File: src/hw/cdbp_pkg.sv
// Shared constants and types for the processor data bus parity path.
package cdbp_pkg;

    // Geometry of the split data bus
    localparam int CDBP_LANES = 8;
    localparam int CDBP_LANE_W = 8;
    localparam int CDBP_HALF_W = 32;
    localparam int CDBP_BUS_W = 64;

    // Beats per transaction kind
    localparam int CDBP_BURST_BEATS = 4;
    localparam int CDBP_SINGLE_BEATS = 1;

    // Lanes 0-3 live in the high half; parity bit n always covers lane n
    localparam logic [7:0] CDBP_HIGH_LANES = 8'h0F;
    localparam logic [7:0] CDBP_ALL_LANES = 8'hFF;

    // Parity error pipeline: flag shows two cycles after the acknowledge
    localparam int CDBP_PERR_DELAY = 2;

    // Reset values
    localparam logic [63:0] CDBP_DATA_RST = 64'h0000_0000_0000_0000;
    localparam logic [7:0] CDBP_LANES_RST = 8'h00;

    // Data tenure sequencing
    typedef enum logic [1:0] {
        CDBP_IDLE,
        CDBP_WAIT_GNT,
        CDBP_XFER,
        CDBP_RD_TAIL
    } cdbp_state_e;

endpackage

File: src/hw/cdbp_lane_par.sv
// One byte lane: odd parity generation and even parity detection.
`timescale 1ns/1ps
module cdbp_lane_par
    import cdbp_pkg::*;
(
    input wire logic [7:0] lane_byte, // Byte on this lane
    input wire logic par_in,          // Parity bit received with it
    output logic par_gen,             // Odd parity bit for lane_byte
    output logic even_err             // Byte plus bit hold an even count of ones
);
    // Nine bits must hold an odd count of ones
    assign par_gen = ~(^lane_byte);
    assign even_err = ~(^{lane_byte, par_in});
endmodule

File: src/hw/cdbp_beat_buf.sv
// Small store for the beats of one read tenure, registered read port.
`timescale 1ns/1ps
module cdbp_beat_buf
    import cdbp_pkg::*;
#(
    parameter int WIDTH = CDBP_BUS_W,   // Bits per beat
    parameter int DEPTH = CDBP_BURST_BEATS, // Beats held
    parameter int AW = $clog2(DEPTH)    // Index width
) (
    input wire logic clk,                // Bus clock
    input wire logic wr_en,              // Store one beat
    input wire logic [AW-1:0] wr_addr,   // Beat index written
    input wire logic [WIDTH-1:0] wr_data, // Beat written
    input wire logic [AW-1:0] rd_addr,   // Beat index read
    output logic [WIDTH-1:0] rd_data_q   // Beat read, one cycle later
);
    logic [WIDTH-1:0] mem [DEPTH];

    generate
        if (DEPTH < 2) begin : g_depth_chk
            $error("cdbp_beat_buf needs at least two entries");
        end
    endgenerate

    // No reset on the array; contents are only read after a tenure fills it
    always_ff @(posedge clk) begin
        if (wr_en) begin
            mem[wr_addr] <= wr_data;
        end
    end

    // Registered read keeps the output free of array decode glitches
    always_ff @(posedge clk) begin
        rd_data_q <= mem[rd_addr];
    end
endmodule

File: src/hw/cdbp_data_path.sv
// Data tenure engine: drives write beats, samples read beats, checks parity.
`timescale 1ns/1ps

module cdbp_data_path
    import cdbp_pkg::*;
#(
    parameter int BURST_BEATS = CDBP_BURST_BEATS, // Beats in a cache burst
    parameter int BW = $clog2(BURST_BEATS)        // Beat index width
) (
    input wire logic clk,                       // Bus clock, 125 MHz
    input wire logic nrst,                      // Async reset, active low
    // Core request side
    input wire logic req_valid,                 // Transaction offered
    output logic req_ready,                     // Engine idle, takes offer
    input wire logic req_write,                 // 1 write, 0 read
    input wire logic req_burst,                 // Cache burst of four beats
    input wire logic req_dstore,                // Direct-store transfer
    input wire logic [7:0] req_lanes,           // Selected byte lanes, bit n = lane n
    output logic wr_pull,                       // Present next write beat now
    input wire logic [63:0] wr_data,            // Write beat, lane 0 in [63:56]
    output logic rd_done,                       // Read tenure complete, pulse
    input wire logic [BW-1:0] rd_idx,           // Read beat index to fetch
    output logic [63:0] rd_word,                // Fetched read beat, registered
    // Configuration and status
    input wire logic parity_check_en,           // Data parity checking on
    input wire logic machine_check_enable,      // Machine check rather than checkstop
    output logic machine_check_req,             // Machine check request, pulse
    output logic checkstop,                     // Checkstop entered, sticky
    // Bus pins
    input wire logic data_bus_grant_n,          // Data bus grant
    input wire logic transfer_acknowledge_n,    // Beat acknowledge
    input wire logic read_data_retry_n,         // Retry previous read beat
    input wire logic write_data_release_n,      // Float write data
    input wire logic data_tenure_busy_n_i,      // Busy as seen on the wire
    output logic data_tenure_busy_n_o,          // Busy drive level
    output logic data_tenure_busy_oe,           // Busy drive enable
    input wire logic [31:0] data_high_half_i,   // High half in
    output logic [31:0] data_high_half_o,       // High half out
    output logic data_high_half_oe,             // High half enable
    input wire logic [31:0] data_low_half_i,    // Low half in
    output logic [31:0] data_low_half_o,        // Low half out
    output logic data_low_half_oe,              // Low half enable
    input wire logic [7:0] byte_parity_bits_i,  // Parity in, bit n = lane n
    output logic [7:0] byte_parity_bits_o,      // Parity out
    output logic [7:0] byte_parity_bits_oe,     // Parity enables
    output logic parity_error_flag_n_o,         // Open-drain level, always low
    output logic parity_error_flag_n_oe         // Open-drain enable, high pulls low
);

    generate
        if (BURST_BEATS < 2 || BURST_BEATS > CDBP_BURST_BEATS) begin : g_beats_chk
            $error("cdbp_data_path supports two to four burst beats");
        end
    endgenerate

    cdbp_state_e state_q;
    logic is_write_q, is_dstore_q;
    logic [BW-1:0] beat_q, last_beat_q;
    logic [7:0] lanes_q;
    logic busy_q, drive_q, release_q;
    logic [63:0] dout_q;
    logic rd_ta_q;
    logic [BW-1:0] rd_ta_beat_q;
    logic [7:0] check_mask_q;
    logic perr_s1_q, perr_q;
    logic checkstop_q;

    logic ta, retry, qual_gnt, last_beat, retry_hit;
    logic [63:0] bus_in, wr_masked;
    logic [7:0] gen_par, even_err;
    logic [7:0] sel_lanes;

    // Pin decode
    assign ta = ~transfer_acknowledge_n;
    assign retry = ~read_data_retry_n;
    assign last_beat = (beat_q == last_beat_q);
    assign bus_in = {data_high_half_i, data_low_half_i};
    assign retry_hit = retry && rd_ta_q && !is_write_q;

    // Grant qualifies only when the wire is not busy and no retry is pending
    assign qual_gnt = (state_q == CDBP_WAIT_GNT) && !data_bus_grant_n
                      && data_tenure_busy_n_i && read_data_retry_n;

    // Direct-store is confined to the high half
    assign sel_lanes = req_dstore ? (req_lanes & CDBP_HIGH_LANES) : req_lanes;

    // Zero the unselected lanes so stale core data never leaks onto the bus
    always_comb begin
        for (int n = 0; n < CDBP_LANES; n++) begin
            wr_masked[63 - 8*n -: 8] = lanes_q[n] ? wr_data[63 - 8*n -: 8] : 8'h00;
        end
    end

    // Per-lane parity; parity bit n sits beside lane n
    genvar g;
    generate
        for (g = 0; g < CDBP_LANES; g++) begin : g_lane
            logic [7:0] out_byte, in_byte;
            assign out_byte = dout_q[63 - 8*g -: 8];
            assign in_byte = bus_in[63 - 8*g -: 8];
            cdbp_lane_par u_gen (
                .lane_byte(out_byte),
                .par_in(1'b0),
                .par_gen(gen_par[g]),
                .even_err()
            );
            cdbp_lane_par u_chk (
                .lane_byte(in_byte),
                .par_in(byte_parity_bits_i[g]),
                .par_gen(),
                .even_err(even_err[g])
            );
        end
    endgenerate

    // Core handshakes
    assign req_ready = (state_q == CDBP_IDLE);
    assign wr_pull = is_write_q && ((qual_gnt)
                     || (state_q == CDBP_XFER && ta && !last_beat));

    // Tenure sequencing
    always_ff @(posedge clk or negedge nrst) begin
        if (!nrst) begin
            state_q <= CDBP_IDLE;
        end else begin
            case (state_q)
                CDBP_IDLE: begin
                    if (req_valid) begin
                        state_q <= CDBP_WAIT_GNT;
                    end
                end
                CDBP_WAIT_GNT: begin
                    if (qual_gnt) begin
                        state_q <= CDBP_XFER;
                    end
                end
                CDBP_XFER: begin
                    if (retry_hit) begin
                        state_q <= CDBP_XFER;
                    end else if (ta && last_beat) begin
                        state_q <= is_write_q ? CDBP_IDLE : CDBP_RD_TAIL;
                    end
                end
                CDBP_RD_TAIL: begin
                    // Last read beat stays provisional for one retry window
                    state_q <= retry_hit ? CDBP_XFER : CDBP_IDLE;
                end
                default: begin
                    state_q <= CDBP_IDLE;
                end
            endcase
        end
    end

    // Transaction attributes latched at acceptance
    always_ff @(posedge clk or negedge nrst) begin
        if (!nrst) begin
            is_write_q <= 1'b0;
            is_dstore_q <= 1'b0;
            lanes_q <= CDBP_LANES_RST;
            last_beat_q <= '0;
            check_mask_q <= CDBP_ALL_LANES;
        end else if (req_ready && req_valid) begin
            is_write_q <= req_write;
            is_dstore_q <= req_dstore;
            lanes_q <= sel_lanes;
            // Direct-store never bursts
            last_beat_q <= (req_burst && !req_dstore) ? BW'(BURST_BEATS - 1)
                                                      : BW'(CDBP_SINGLE_BEATS - 1);
            // Size does not narrow the check; only direct-store does
            check_mask_q <= req_dstore ? CDBP_HIGH_LANES : CDBP_ALL_LANES;
        end
    end

    // Beat counter, rewound when a read beat is retried
    always_ff @(posedge clk or negedge nrst) begin
        if (!nrst) begin
            beat_q <= '0;
        end else if (qual_gnt) begin
            beat_q <= '0;
        end else if (retry_hit) begin
            beat_q <= rd_ta_beat_q;
        end else if (state_q == CDBP_XFER && ta && !last_beat) begin
            beat_q <= beat_q + BW'(1);
        end
    end

    // Memory of the previous read acknowledge for the retry window
    always_ff @(posedge clk or negedge nrst) begin
        if (!nrst) begin
            rd_ta_q <= 1'b0;
            rd_ta_beat_q <= '0;
        end else begin
            rd_ta_q <= (state_q == CDBP_XFER) && ta && !is_write_q && !retry_hit;
            if (state_q == CDBP_XFER && ta) begin
                rd_ta_beat_q <= beat_q;
            end
        end
    end

    // Busy: on the cycle after grant, off after the final acknowledge
    always_ff @(posedge clk or negedge nrst) begin
        if (!nrst) begin
            busy_q <= 1'b0;
        end else if (qual_gnt) begin
            busy_q <= 1'b1;
        end else if (state_q == CDBP_XFER && ta && last_beat && !retry_hit) begin
            busy_q <= 1'b0;
        end
    end

    // Write beat register; loads with the grant and after each acknowledge but the final one
    always_ff @(posedge clk or negedge nrst) begin
        if (!nrst) begin
            dout_q <= CDBP_DATA_RST;
        end else if (wr_pull) begin
            dout_q <= wr_masked;
        end
    end

    // Write drive window: grant to final acknowledge
    always_ff @(posedge clk or negedge nrst) begin
        if (!nrst) begin
            drive_q <= 1'b0;
        end else if (qual_gnt && is_write_q) begin
            drive_q <= 1'b1;
        end else if (state_q == CDBP_XFER && ta && last_beat) begin
            drive_q <= 1'b0;
        end
    end

    // Release request, sampled only while a write tenure is live
    always_ff @(posedge clk or negedge nrst) begin
        if (!nrst) begin
            release_q <= 1'b0;
        end else begin
            release_q <= !write_data_release_n && is_write_q
                         && (state_q != CDBP_IDLE);
        end
    end

    // Pin drive; release floats data and parity but leaves busy alone
    assign data_high_half_o = dout_q[63:32];
    assign data_low_half_o = dout_q[31:0];
    assign data_high_half_oe = drive_q && !release_q;
    assign data_low_half_oe = drive_q && !release_q;
    // All eight bits carry valid parity even for direct-store writes
    assign byte_parity_bits_o = gen_par;
    assign byte_parity_bits_oe = {CDBP_LANES{data_low_half_oe}};
    assign data_tenure_busy_n_o = 1'b0;
    assign data_tenure_busy_oe = busy_q;

    // Read beats land in the buffer at their acknowledge; retried ones are rewritten
    cdbp_beat_buf #(
        .WIDTH(CDBP_BUS_W),
        .DEPTH(BURST_BEATS),
        .AW(BW)
    ) u_buf (
        .clk(clk),
        .wr_en(state_q == CDBP_XFER && ta && !is_write_q && !retry_hit),
        .wr_addr(beat_q),
        .wr_data(bus_in),
        .rd_addr(rd_idx),
        .rd_data_q(rd_word)
    );

    assign rd_done = (state_q == CDBP_RD_TAIL) && !retry_hit;

    // Parity check at the acknowledge; parity is valid with the data
    always_ff @(posedge clk or negedge nrst) begin
        if (!nrst) begin
            perr_s1_q <= 1'b0;
            perr_q <= 1'b0;
        end else begin
            perr_s1_q <= parity_check_en && (state_q == CDBP_XFER) && ta && !is_write_q
                         && !retry_hit && |(even_err & check_mask_q);
            perr_q <= perr_s1_q;
        end
    end

    // Open-drain flag pulls low for exactly the one pipeline cycle
    assign parity_error_flag_n_o = 1'b0;
    assign parity_error_flag_n_oe = perr_q;

    // Error routing: machine check if enabled, otherwise stop for good
    assign machine_check_req = perr_q && machine_check_enable;
    always_ff @(posedge clk or negedge nrst) begin
        if (!nrst) begin
            checkstop_q <= 1'b0;
        end else if (perr_q && !machine_check_enable) begin
            checkstop_q <= 1'b1;
        end
    end
    assign checkstop = checkstop_q;

    // Checks kept next to the logic they watch
    busy_after_grant_a: assert property (
        @(posedge clk) disable iff (!nrst)
        qual_gnt |=> data_tenure_busy_oe && !data_tenure_busy_n_o)
        else $error("busy did not follow a qualified grant");

    first_beat_with_busy_a: assert property (
        @(posedge clk) disable iff (!nrst)
        (qual_gnt && is_write_q && write_data_release_n)
        |=> data_high_half_oe && data_tenure_busy_oe)
        else $error("first write beat not driven with busy");

    write_float_a: assert property (
        @(posedge clk) disable iff (!nrst)
        (state_q == CDBP_XFER && is_write_q && ta && last_beat)
        |=> !data_high_half_oe && !data_low_half_oe && !data_tenure_busy_oe)
        else $error("write data still driven after final acknowledge");

    odd_parity_a: assert property (
        @(posedge clk) disable iff (!nrst)
        data_low_half_oe |-> (^{data_high_half_o[31:24], byte_parity_bits_o[0]})
                             && (^{data_low_half_o[7:0], byte_parity_bits_o[7]}))
        else $error("driven parity is not odd");

    parity_tracks_low_a: assert property (
        @(posedge clk) disable iff (!nrst)
        byte_parity_bits_oe == {8{data_low_half_oe}})
        else $error("parity enables differ from low half");

    perr_pulse_a: assert property (
        @(posedge clk) disable iff (!nrst)
        (parity_check_en && state_q == CDBP_XFER && ta && !is_write_q && !retry_hit
         && |(even_err & check_mask_q))
        |-> ##2 parity_error_flag_n_oe)
        else $error("parity error flag timing wrong");

    release_floats_a: assert property (
        @(posedge clk) disable iff (!nrst)
        (!write_data_release_n && is_write_q && state_q == CDBP_XFER && !(ta && last_beat))
        |=> !data_high_half_oe && byte_parity_bits_oe == 8'h00 && data_tenure_busy_oe)
        else $error("release did not float data while keeping busy");

    release_read_a: assert property (
        @(posedge clk) disable iff (!nrst)
        !is_write_q |-> !data_high_half_oe && !data_low_half_oe)
        else $error("data driven during a read");

    beat_bound_a: assert property (
        @(posedge clk) disable iff (!nrst)
        (state_q == CDBP_XFER)
        |-> beat_q <= last_beat_q)
        else $error("beat count overran the transaction length");

endmodule

File: config.mk
export PLATFORM = sky130hd
export DESIGN_NAME = cdbp_data_path
export DESIGN_NICKNAME = d
export VERILOG_FILES = /design/src/hw/cdbp_pkg.sv /design/src/hw/cdbp_lane_par.sv /design/src/hw/cdbp_beat_buf.sv /design/src/hw/cdbp_data_path.sv
export SDC_FILE = /design/constraint.sdc
export NUM_CORES = 1
export LEC_CHECK = 0
export BUFFER_PORTS_ARGS = -buffer_cell sky130_fd_sc_hd__buf_2
export CORE_UTILIZATION = 53
export CTS_CLUSTER_DIAMETER = 60
export DETAILED_ROUTE_END_ITERATION = 8
export GPL_TIMING_DRIVEN = 1
export PLACE_DENSITY_LB_ADDON = 0.2
export SYNTH_ARGS = -nofsm -noshare
export SYNTH_HDL_FRONTEND = slang
export SYNTH_HIERARCHICAL = 1
export SYNTH_SLANG_ARGS = --single-unit
File: constraint.sdc
create_clock -name clk -period 8.53 [get_ports clk]
set_clock_uncertainty 0.1 [all_clocks]
set_input_delay 1.2795 -clock clk [delete_from_list [all_inputs] [get_ports clk]]
set_output_delay 1.2795 -clock clk [all_outputs]
set_load 0.05 [all_outputs]
Word-level counts from Yosys, hierarchy flattened
Memories as Yosys holds them, arrays and structs flattened. A register that Yosys moved wholly into a read port is not among the register bits.
Cells that the tools add are included.
{"block": "word_totals", "register_bits": 96, "output_inout_bits": 155, "mem_count": 1, "ram_bits": 256, "wordCells": 129}
{"block": "op_classes", "n_addsub": 1, "mux": 27, "bitwise": 19, "n_eq_ne": 7, "n_reduce_logical": 59}
{"name": "u_buf.mem", "depth": 4, "width": 64, "rd": 1, "rd_ports_with_merged_regs": 1, "wr": 1, "line": "cdbp_beat_buf.sv:17", "source": "logic [WIDTH-1:0] mem [DEPTH];"}
{"cell": "$mux 8", "count": 10}
{"cell": "$reduce_xor 9->1", "count": 8}
{"cell": "$reduce_xor 8->1", "count": 8}
{"cell": "$logic_and 1x1->1", "count": 27}
{"cell": "$mux 2", "count": 10}
{"cell": "$not 1->1", "count": 18}
{"cell": "$and 8x8->8", "count": 1}
{"cell": "$logic_not 1->1", "count": 8}
{"cell": "$pmux 2 s4", "count": 1}
{"cell": "$reduce_or 8->1", "count": 1}
{"cell": "$mux 1", "count": 6}
{"cell": "$reduce_bool 2->1", "count": 3}
{"cell": "$eq 2x2->1 const B", "count": 2}
{"cell": "$ne 2x2->1 const B", "count": 2}
{"cell": "$ne 3x3->1 const B", "count": 1}
{"cell": "$reduce_and 3->1", "count": 1}
{"cell": "$reduce_bool 3->1", "count": 1}
{"cell": "$add 2x1->2 const B", "count": 1}
{"cell": "$eq 2x1->1 const B", "count": 1}
{"cell": "$eq 2x2->1", "count": 1}
{"cell": "$logic_not 2->1", "count": 1}
{"cell": "$logic_or 1x1->1", "count": 1}

Logic depth before layout (Yosys ltp)
Gate-level depths: netlist of run 1.
{"block": "depth", "word_depth": 7, "depth_mapped": 8}

Cells and area by module
Netlist of run 1, hierarchy kept.
{"module": "cdbp_beat_buf", "n_inst": 1, "seq_area_each_um2": 8968.6, "cells_per_inst": 402, "area_each_um2": 10622.7}
{"module": "cdbp_data_path", "n_inst": 1, "seq_area_each_um2": 2203.4, "cells_per_inst": 386, "area_each_um2": 3970.1}
{"module": "cdbp_lane_par", "n_inst": 16, "seq_area_each_um2": 0.0, "cells_per_inst": 8, "area_each_um2": 83.8}

Least setup slack after synthesis of run 1
No wires, ideal clock.
{"block": "synth_timing", "path_type": "input port to flip-flop", "start": "input transfer_acknowledge_n", "end": "memory u_buf/mem[0][0] in the netlist's numbering, enable pin", "required_ns": 7.852, "setup_slack_ns": 0.938, "arrival_ns": 6.914, "stages": 4, "cell_sequence": "or3b_1 > buf_2 > nor3_1 > nor3b_1"}
{"block": "synth_via", "elab_chain_len": 6}
{"element": "from (decl)", "line": "cdbp_data_path.sv:31", "source": "input wire logic transfer_acknowledge_n,"}
{"element": "$not 1->1", "line": "cdbp_data_path.sv:74", "source": "assign ta = ~transfer_acknowledge_n;"}
{"element": "$logic_and 1x1->1 (3 in a row)", "line": "cdbp_data_path.sv:260", "source": ".wr_en(state_q == CDBP_XFER && ta && !is_write_q && !retry_hit),"}
{"element": "$mux 1", "line": "cdbp_beat_buf.sv:27", "source": "if (wr_en) begin"}
{"element": "$mux 1 (not written as such)", "line": "cdbp_beat_buf.sv:28", "source": "mem[wr_addr] <= wr_data;"}
{"element": "to (decl)", "line": "cdbp_beat_buf.sv:17"}
No other way between the ends.

Worst setup path after layout of run 1
{"block": "layout_timing", "start": "input transfer_acknowledge_n", "end": "output wr_pull"}
{"block": "layout_via", "elab_chain_len": 5}
{"element": "$not 1->1", "line": "cdbp_data_path.sv:74"}
{"element": "$logic_and 1x1->1 (2 in a row)", "line": "cdbp_data_path.sv:119", "source": "|| (state_q == CDBP_XFER && ta && !last_beat));"}
{"element": "$logic_or 1x1->1", "line": "cdbp_data_path.sv:119"}
{"element": "$logic_and 1x1->1", "line": "cdbp_data_path.sv:118", "source": "assign wr_pull = is_write_q && ((qual_gnt)"}
{"element": "to (decl)", "line": "cdbp_data_path.sv:19", "source": "output logic wr_pull,"}
No other way between the ends.

==> results of run 1 <==
final cells by class:
| type | count | share of cell area [%] |
|---|---|---|
| multi-input cells | 384 | 20.9 |
| diodes | 5 | 0.0667 |
| flip-flops and latches | 408 | 59.5 |
| clock inverters | 13 | 0.647 |
| well taps | 384 | 2.56 |
| clock buffers | 62 | 6.32 |
| inverters | 66 | 1.32 |
| repair buffers | 318 | 8.60 |
stage by stage:
| stage | hold WS, ns | instance area (um2) |
|---|---|---|
| after floorplan | 0.231 | 15700 |
| after global placement | 0.238 | 17400 |
| after detailed placement | 0.249 | 17400 |
| after CTS | 0.270 | 18700 |
| after global routing | 0.289 | 18800 |
| final | 0.266 | 18800 |
state kept, by name, summed over array words and instances, names as in the netlist, 2 cells and up:
name,cells
beat_q,2
dout_q,64
lanes_q,8
rd_ta_beat_q,2
state_q,2
u_buf/mem,256
u_buf/rd_data_q,64
final timing paths:
check	from	cells past startpoint	slack, ns	end
worst max-delay path	transfer_acknowledge_n	6	4.48	wr_pull
worst min register to register	perr_s1_q$_DFF_PN0_	0	0.27	parity_error_flag_n_oe$_DFF_PN0_
max in group asynchronous	nrst	2	6.66	dout_q[59]$_DFFE_PN0P_
worst max register to register	state_q[0]$_DFFE_PN0P_	4	5.33	u_buf/mem[2][54]$_DFFE_PP_
min in group asynchronous	nrst	1	0.64	dout_q[30]$_DFFE_PN0P_
worst min-delay path	perr_s1_q$_DFF_PN0_	0	0.27	parity_error_flag_n_oe$_DFF_PN0_
power by group:
part | internal (mW) | total [mW] | switching (mW)
clock | 1.02 | 1.73 | 0.708
sequential | 2.35 | 2.59 | 0.242
combinational | 0.756 | 2.64 | 1.88
total | 4.13 | 6.96 | 2.83
cell usage in the layout, fill, tap and decap left out, types with 4 or more instances in the layout:
cell / n
sky130_fd_sc_hd__dfrtp_1: 87
sky130_fd_sc_hd__o21ai_0: 7
sky130_fd_sc_hd__diode_2: 5
sky130_fd_sc_hd__nor3_1: 5
sky130_fd_sc_hd__nor2_1: 5
sky130_fd_sc_hd__mux4_2: 60
sky130_fd_sc_hd__edfxtp_1: 256
sky130_fd_sc_hd__nor2b_1: 4
sky130_fd_sc_hd__clkbuf_1: 13
sky130_fd_sc_hd__xnor3_1: 8
sky130_fd_sc_hd__nand2b_1: 6
sky130_fd_sc_hd__inv_1: 65
sky130_fd_sc_hd__dfxtp_1: 64
sky130_fd_sc_hd__a21oi_1: 5
sky130_fd_sc_hd__mux2_2: 5
sky130_fd_sc_hd__mux4_1: 4
sky130_fd_sc_hd__xnor2_1: 104
sky130_fd_sc_hd__clkinv_2: 6
sky130_fd_sc_hd__buf_2: 309
sky130_fd_sc_hd__clkbuf_16: 41
sky130_fd_sc_hd__nand2_1: 82
sky130_fd_sc_hd__buf_4: 9
sky130_fd_sc_hd__mux2i_1: 64
sky130_fd_sc_hd__clkbuf_8: 8
routing by layer:
metal	up-vias	part of all wire, %	GRT usage [%]
li1	3875	-	-
met1	4102	40	26.0
met2	279	50	34.3
met3	52	7.9	6.10
met4	6	2.0	5.59
met5	-	0.12	0
==> impl_summary.txt, run 1 <==
----------------------------------------------------
[Setup path]
  Startpoint type of the worst setup path ... input pin
  Data arrival time of the critical path ... 2.67 ns
  Cell breakdown of the critical path ... buf_2, or3b_1, nor3_2, o21ai_4, inv_2, buf_2
  Most used cell, CP ... sky130_fd_sc_hd__buf_2
  Buffering stage count on the worst path with inverters included ... 3
  Critical path's slowest cell ... sky130_fd_sc_hd__or3b_1
  Cell family contributing the most delay on the critical path ... simple AND/OR/NAND/NOR gates
  CP Class ... input pin to output pin
  Slowest stage delay, CP ... approximately 0.47 ns
  Required time worst endpoint ... slightly above 7 ns
  Kind of end point of the critical path ... output pin
  Largest driver fanout on the critical path ... 13

[Global route]
  Pin count of the biggest net entering global routing ... 65
  Gr usage total ... between 20% and 30%
  Via count of the first global-routing pass ... 8625
  Global route overflow ... 0
  Number of antenna violations at the first check in global routing ... 7
  Global-route wire length before repair ... about 47000 um

[Layout]
  Area used by multi-input combinational logic ... approximately 3900 um2
  Final core utilization ... about two thirds
  Seq. cell area ... between 10000 and 15000 um2
  # fillers ... roughly 2100
  Layout Area Growth over Synthesis ... 19.6%
  Layout Nets ... around 1400
  Fraction of final layout cells with drive strength greater than 1 ... 36.1%
  Fin cells ... roughly 1600

[STA]
  Number of hold violations in the final report ... 0
  Period minus WS final ... approximately 4.1 ns
  Worst-Margin Slew ... 1.01 ns
  Maximum clock frequency ... between 200 and 250 MHz
  Post-layout worst setup margin ... 4.48 ns
  Final total negative setup slack ... 0 ns
  Normalized max-slew margin ... 33.0%
  Period Utilization, post-route ... 47.5%
  Setup repair after global routing missed its margin ... false
  Count of endpoints failing setup in the final report ... 0
  Number of pins exceeding their max-slew limit in the final report ... 0

[Pwr]
  Power per cell area ... about 370 nW/um2
  Static Leak ... 7.82 nW
  Maximum vdd ir drop ... approximately 0.57 mV
  Overall power consumption ... just under 7 mW

[Placement]
  Dpl cells ... 1560
  Final HPWL from detailed placement ... 19400 um
  I/O Buffers ... ~310
  Setup Slack @ Placement ... 4.46 ns
  Global placement routability congestion ... a little under 0.8

[Clocking]
  Clock tree from TritonCTS ... built
  Number of setup buffers added after CTS ... 0
  CTS root buf ... sky130_fd_sc_hd__clkbuf_16
  Reg clk slew, reported paths ... 0.06 ns
  CTS-repair resized insts ... 0
  Clock latency reported for the late side of the worst-skew pair ... around 0.51 ns
  Num CTS Buffers ... between 40 and 50
  Buffer levels on the longest clock path ... 3
  CTS Hold Bufs ... 0
  Max H-tree Level ... 2
  Clk sink count ... approximately 410

[Route]
  DRC errors left ... 0
  Antenna viol nets, final ... 0
  Avg WL per Cell ... between 15 and 20 um
  Overall routed net length ... 30400 um
  DR pass1 iterations ... 4
  Total via count after detailed routing ... roughly 8300
  Routed vias/inst ... 5.07
  Initial DRC count ... 498

[Synth]
  Post-synthesis instance area ... between 15000 and 20000 um2
  Total number of yosys warnings ... 6
  Synthesized instance count ... 900
  Average cell area after synthesis ... about 17 um2

[Floorplanning]
  Core area ... between 20000 and 30000 um2
  Number of ports placed on the die boundary ... ~310
  Die Y ... between 150 and 200 um
  Die Outline Area ... roughly 30000 um2
  Starting utilization of the core area ... a little over half
  Die X-Extent ... between 150 and 200 um
  Row Count ... between 60 and 70

[Job]
  Max_cap viols ... 0

[Worst hold path]
  Type of the tightest min-delay check ... register to register

[Status]
  Run status ... complete, no violations

----------------------------------------------------
Power figures use the tool's default switching activity.
==> run 2: changes to the inputs <==
ABC_AREA = 1   (was not set)
clock period = 3.8 ns   (was 8.53 ns; I/O delays follow)
==> run 2 against run 1 <==
Synthesized cell count grew to 2.6 times the previous value. Die area is 21% higher. Total power is 120% higher. Non-clock buffer count is 11 higher. First-iteration DRC count is 82% higher. Critical path type is now register to output pin.
==> impl_summary.txt, run 2 <==
----------------------------------------------------
[Status]
  Run status ... complete, no violations

[Placement]
  Standard cell area after detailed placement ... 20800 um2 (+19%)
  Dpl cells ... 3015 (+93%)
  Setup Slack @ Placement ... 1.12 ns (-3.34 ns)
  Final HPWL from detailed placement ... 28700 um (+48%)
  Global placement routability congestion ... 0.845 (+8.2%)
  I/O Buffers ... 311 (unchanged)

[STA]
  Setup repair after global routing missed its margin ... false
  Normalized max-slew margin ... 35.5% (+2.5 points)
  Final total negative setup slack ... 0 ns (unchanged)
  Period minus WS final ... approximately 2.7 ns
  Period Utilization, post-route ... 70.7%
  Maximum clock frequency ... between 300 and 400 MHz
  Post-layout worst setup margin ... 1.11 ns (-3.36 ns)
  Count of endpoints failing setup in the final report ... 0 (unchanged)
  Number of pins exceeding their max-slew limit in the final report ... 0 (unchanged)
  Worst-Margin Slew ... 0.959 ns (-0.0458 ns)
  Worst Hold Slack ... 0.0381 ns (-0.228 ns)
  Number of hold violations in the final report ... 0 (unchanged)

[Clocking]
  Num CTS Buffers ... 44 (+7.3%)
  Max H-tree Level ... 2 (unchanged)
  Clock tree from TritonCTS ... built
  Clock latency reported for the late side of the worst-skew pair ... 0.54 ns (+0.03 ns)
  Clk sink count ... 408 (unchanged)
  CTS root buf ... sky130_fd_sc_hd__clkbuf_16
  Buffer levels on the longest clock path ... 3 (unchanged)
  CTS Hold Bufs ... 0 (unchanged)
  Reg clk slew, reported paths ... 0.06 ns (about the same)
  CTS-repair resized insts ... 0 (unchanged)
  Number of setup buffers added after CTS ... 0 (unchanged)

[Setup path]
  Largest driver fanout on the critical path ... 7 (-6)
  Required time worst endpoint ... 3.13 ns (-4.02 ns)
  Data arrival time of the critical path ... 2.02 ns (-0.65 ns)
  Startpoint type of the worst setup path ... register
  Depth of the worst register-to-register path ... 8 (+4)
  CP Class ... register to output pin
  Kind of end point of the critical path ... output pin

[Floorplanning]
  Starting utilization of the core area ... 54.5% (+0.27 points)
  Die Outline Area ... 36600 um2 (+21%)
  Die Y ... 191 um (+10%)
  Die X-Extent ... 191 um (+10%)
  Number of ports placed on the die boundary ... 314 (unchanged)
  Row Count ... 68 (+9.7%)
  Core area ... 34900 um2 (+21%)

[Global route]
  Via count of the first global-routing pass ... 14200 (+64%)
  Gr usage total ... 24.3% (+3.9 points)
  Number of antenna violations at the first check in global routing ... 13 (+6)
  Global-route wire length before repair ... 70100 um (+48%)
  Pin count of the biggest net entering global routing ... 129 (+98%)
  Global route overflow ... 0 (unchanged)

[Pwr]
  Maximum vdd ir drop ... 1.07 mV (+90%)
  Overall power consumption ... 15.6 mW (+120%)
  Static Leak ... 12.2 nW (+56%)
  Power per cell area ... 700 nW/um2 (+89%)

[Layout]
  Max FFs per register ... 256 (unchanged)
  Most common cell after layout, fill and taps aside ... sky130_fd_sc_hd__nand2_1
  Layout Area Growth over Synthesis ... 17.7%
  Final core utilization ... 64.1% (-0.73 points)
  Final non-filler cell area ... 22400 um2 (+19%)
  Largest register by flop count ... u_buf/mem
  Regs by FF count ... u_buf/mem: 256 flops, dout_q: 64 flops, u_buf/rd_data_q: 64 flops
  Layout Nets ... 2765 (+100%)
  Fraction of final layout cells with drive strength greater than 1 ... 15.6% (-20 points)
  Fin cells ... 3106 (+89%)
  Top library cells by usage in the layout, fill and taps aside ... sky130_fd_sc_hd__nand2_1, sky130_fd_sc_hd__inv_1, sky130_fd_sc_hd__buf_2, sky130_fd_sc_hd__edfxtp_1, sky130_fd_sc_hd__nand3_1
  # fillers ... 2901 (+37%)

[Route]
  DRC errors left ... 0 (unchanged)
  Overall routed net length ... 44100 um (+45%)
  Antenna viol nets, final ... 0 (unchanged)
  Total via count after detailed routing ... 14900 (+79%)
  Initial DRC count ... 906 (+82%)
  Avg WL per Cell ... 14.2 um (-23%)
  Routed vias/inst ... 4.79 (-5.5%)
  DR pass1 iterations ... 6 (+2)

[Synth]
  Average cell area after synthesis ... 8.22 um2 (-53%)
  Post-synthesis instance area ... 19000 um2 (+21%)
  Total number of yosys warnings ... 6 (unchanged)
  Synthesized instance count ... 2313 (+160%)

[Worst hold path]
  Type of the tightest min-delay check ... input pin to asynchronous set/reset pin

[Job]
  Max_cap viols ... 0 (unchanged)

----------------------------------------------------
==> run 2: final cells by class <==
type,count,area (um2),area share [%]
Clock inverter,28,312,1.39
Timing Repair Buffer,329,1720,7.70
Multi-Input combinational cell,1323,5500,24.6
Clock buffer,54,1190,5.32
Antenna cell,9,22.5,0.101
Tap cell,455,569,2.55
Sequential cell,408,11200,50.0
Inverter,500,1880,8.40
==> run 2: final timing paths <==
path	slack [ns]	end	from
setup / recovery	1.11	wr_pull	beat_q[1]$_DFFE_PN0P_
hold / removal	0.04	dout_q[16]$_DFFE_PN0P_	nrst
setup reg to reg	1.24	u_buf/mem[0][41]$_DFFE_PP_	state_q[0]$_DFFE_PN0P_
hold reg to reg	0.27	parity_error_flag_n_oe$_DFF_PN0_	perr_s1_q$_DFF_PN0_
max in group asynchronous	2.84	dout_q[46]$_DFFE_PN0P_	nrst
min in group clk	0.10	release_q$_DFF_PN0_	write_data_release_n
==> run 2: critical path, cell delays in order (launching register included) <==
cell                      delay [ns]
sky130_fd_sc_hd__dfrtp_1        0.57
sky130_fd_sc_hd__inv_1          0.14
sky130_fd_sc_hd__nand2_1        0.13
sky130_fd_sc_hd__nand3_2        0.12
sky130_fd_sc_hd__nand2_2        0.09
sky130_fd_sc_hd__nand2_2        0.05
sky130_fd_sc_hd__inv_1          0.08
sky130_fd_sc_hd__buf_2          0.30
==> run 2: power by group <==
group          internal [mW]  switching, mW  total (mW)
sequential              5.28          0.513        5.79
combinational           1.28           4.18        5.46
clock                   2.65           1.75        4.40
total                   9.21           6.44        15.6
==> run 2: per-layer routing <==
layer  GRT usage [%]  part of all wire [%]  vias to the layer above
li1                -                     -                     7520
met1            29.9                    41                     6835
met2            42.1                    49                      412
met3            5.36                   6.4                       94
met4            8.46                   2.8                       12
met5               0                  0.17                        -
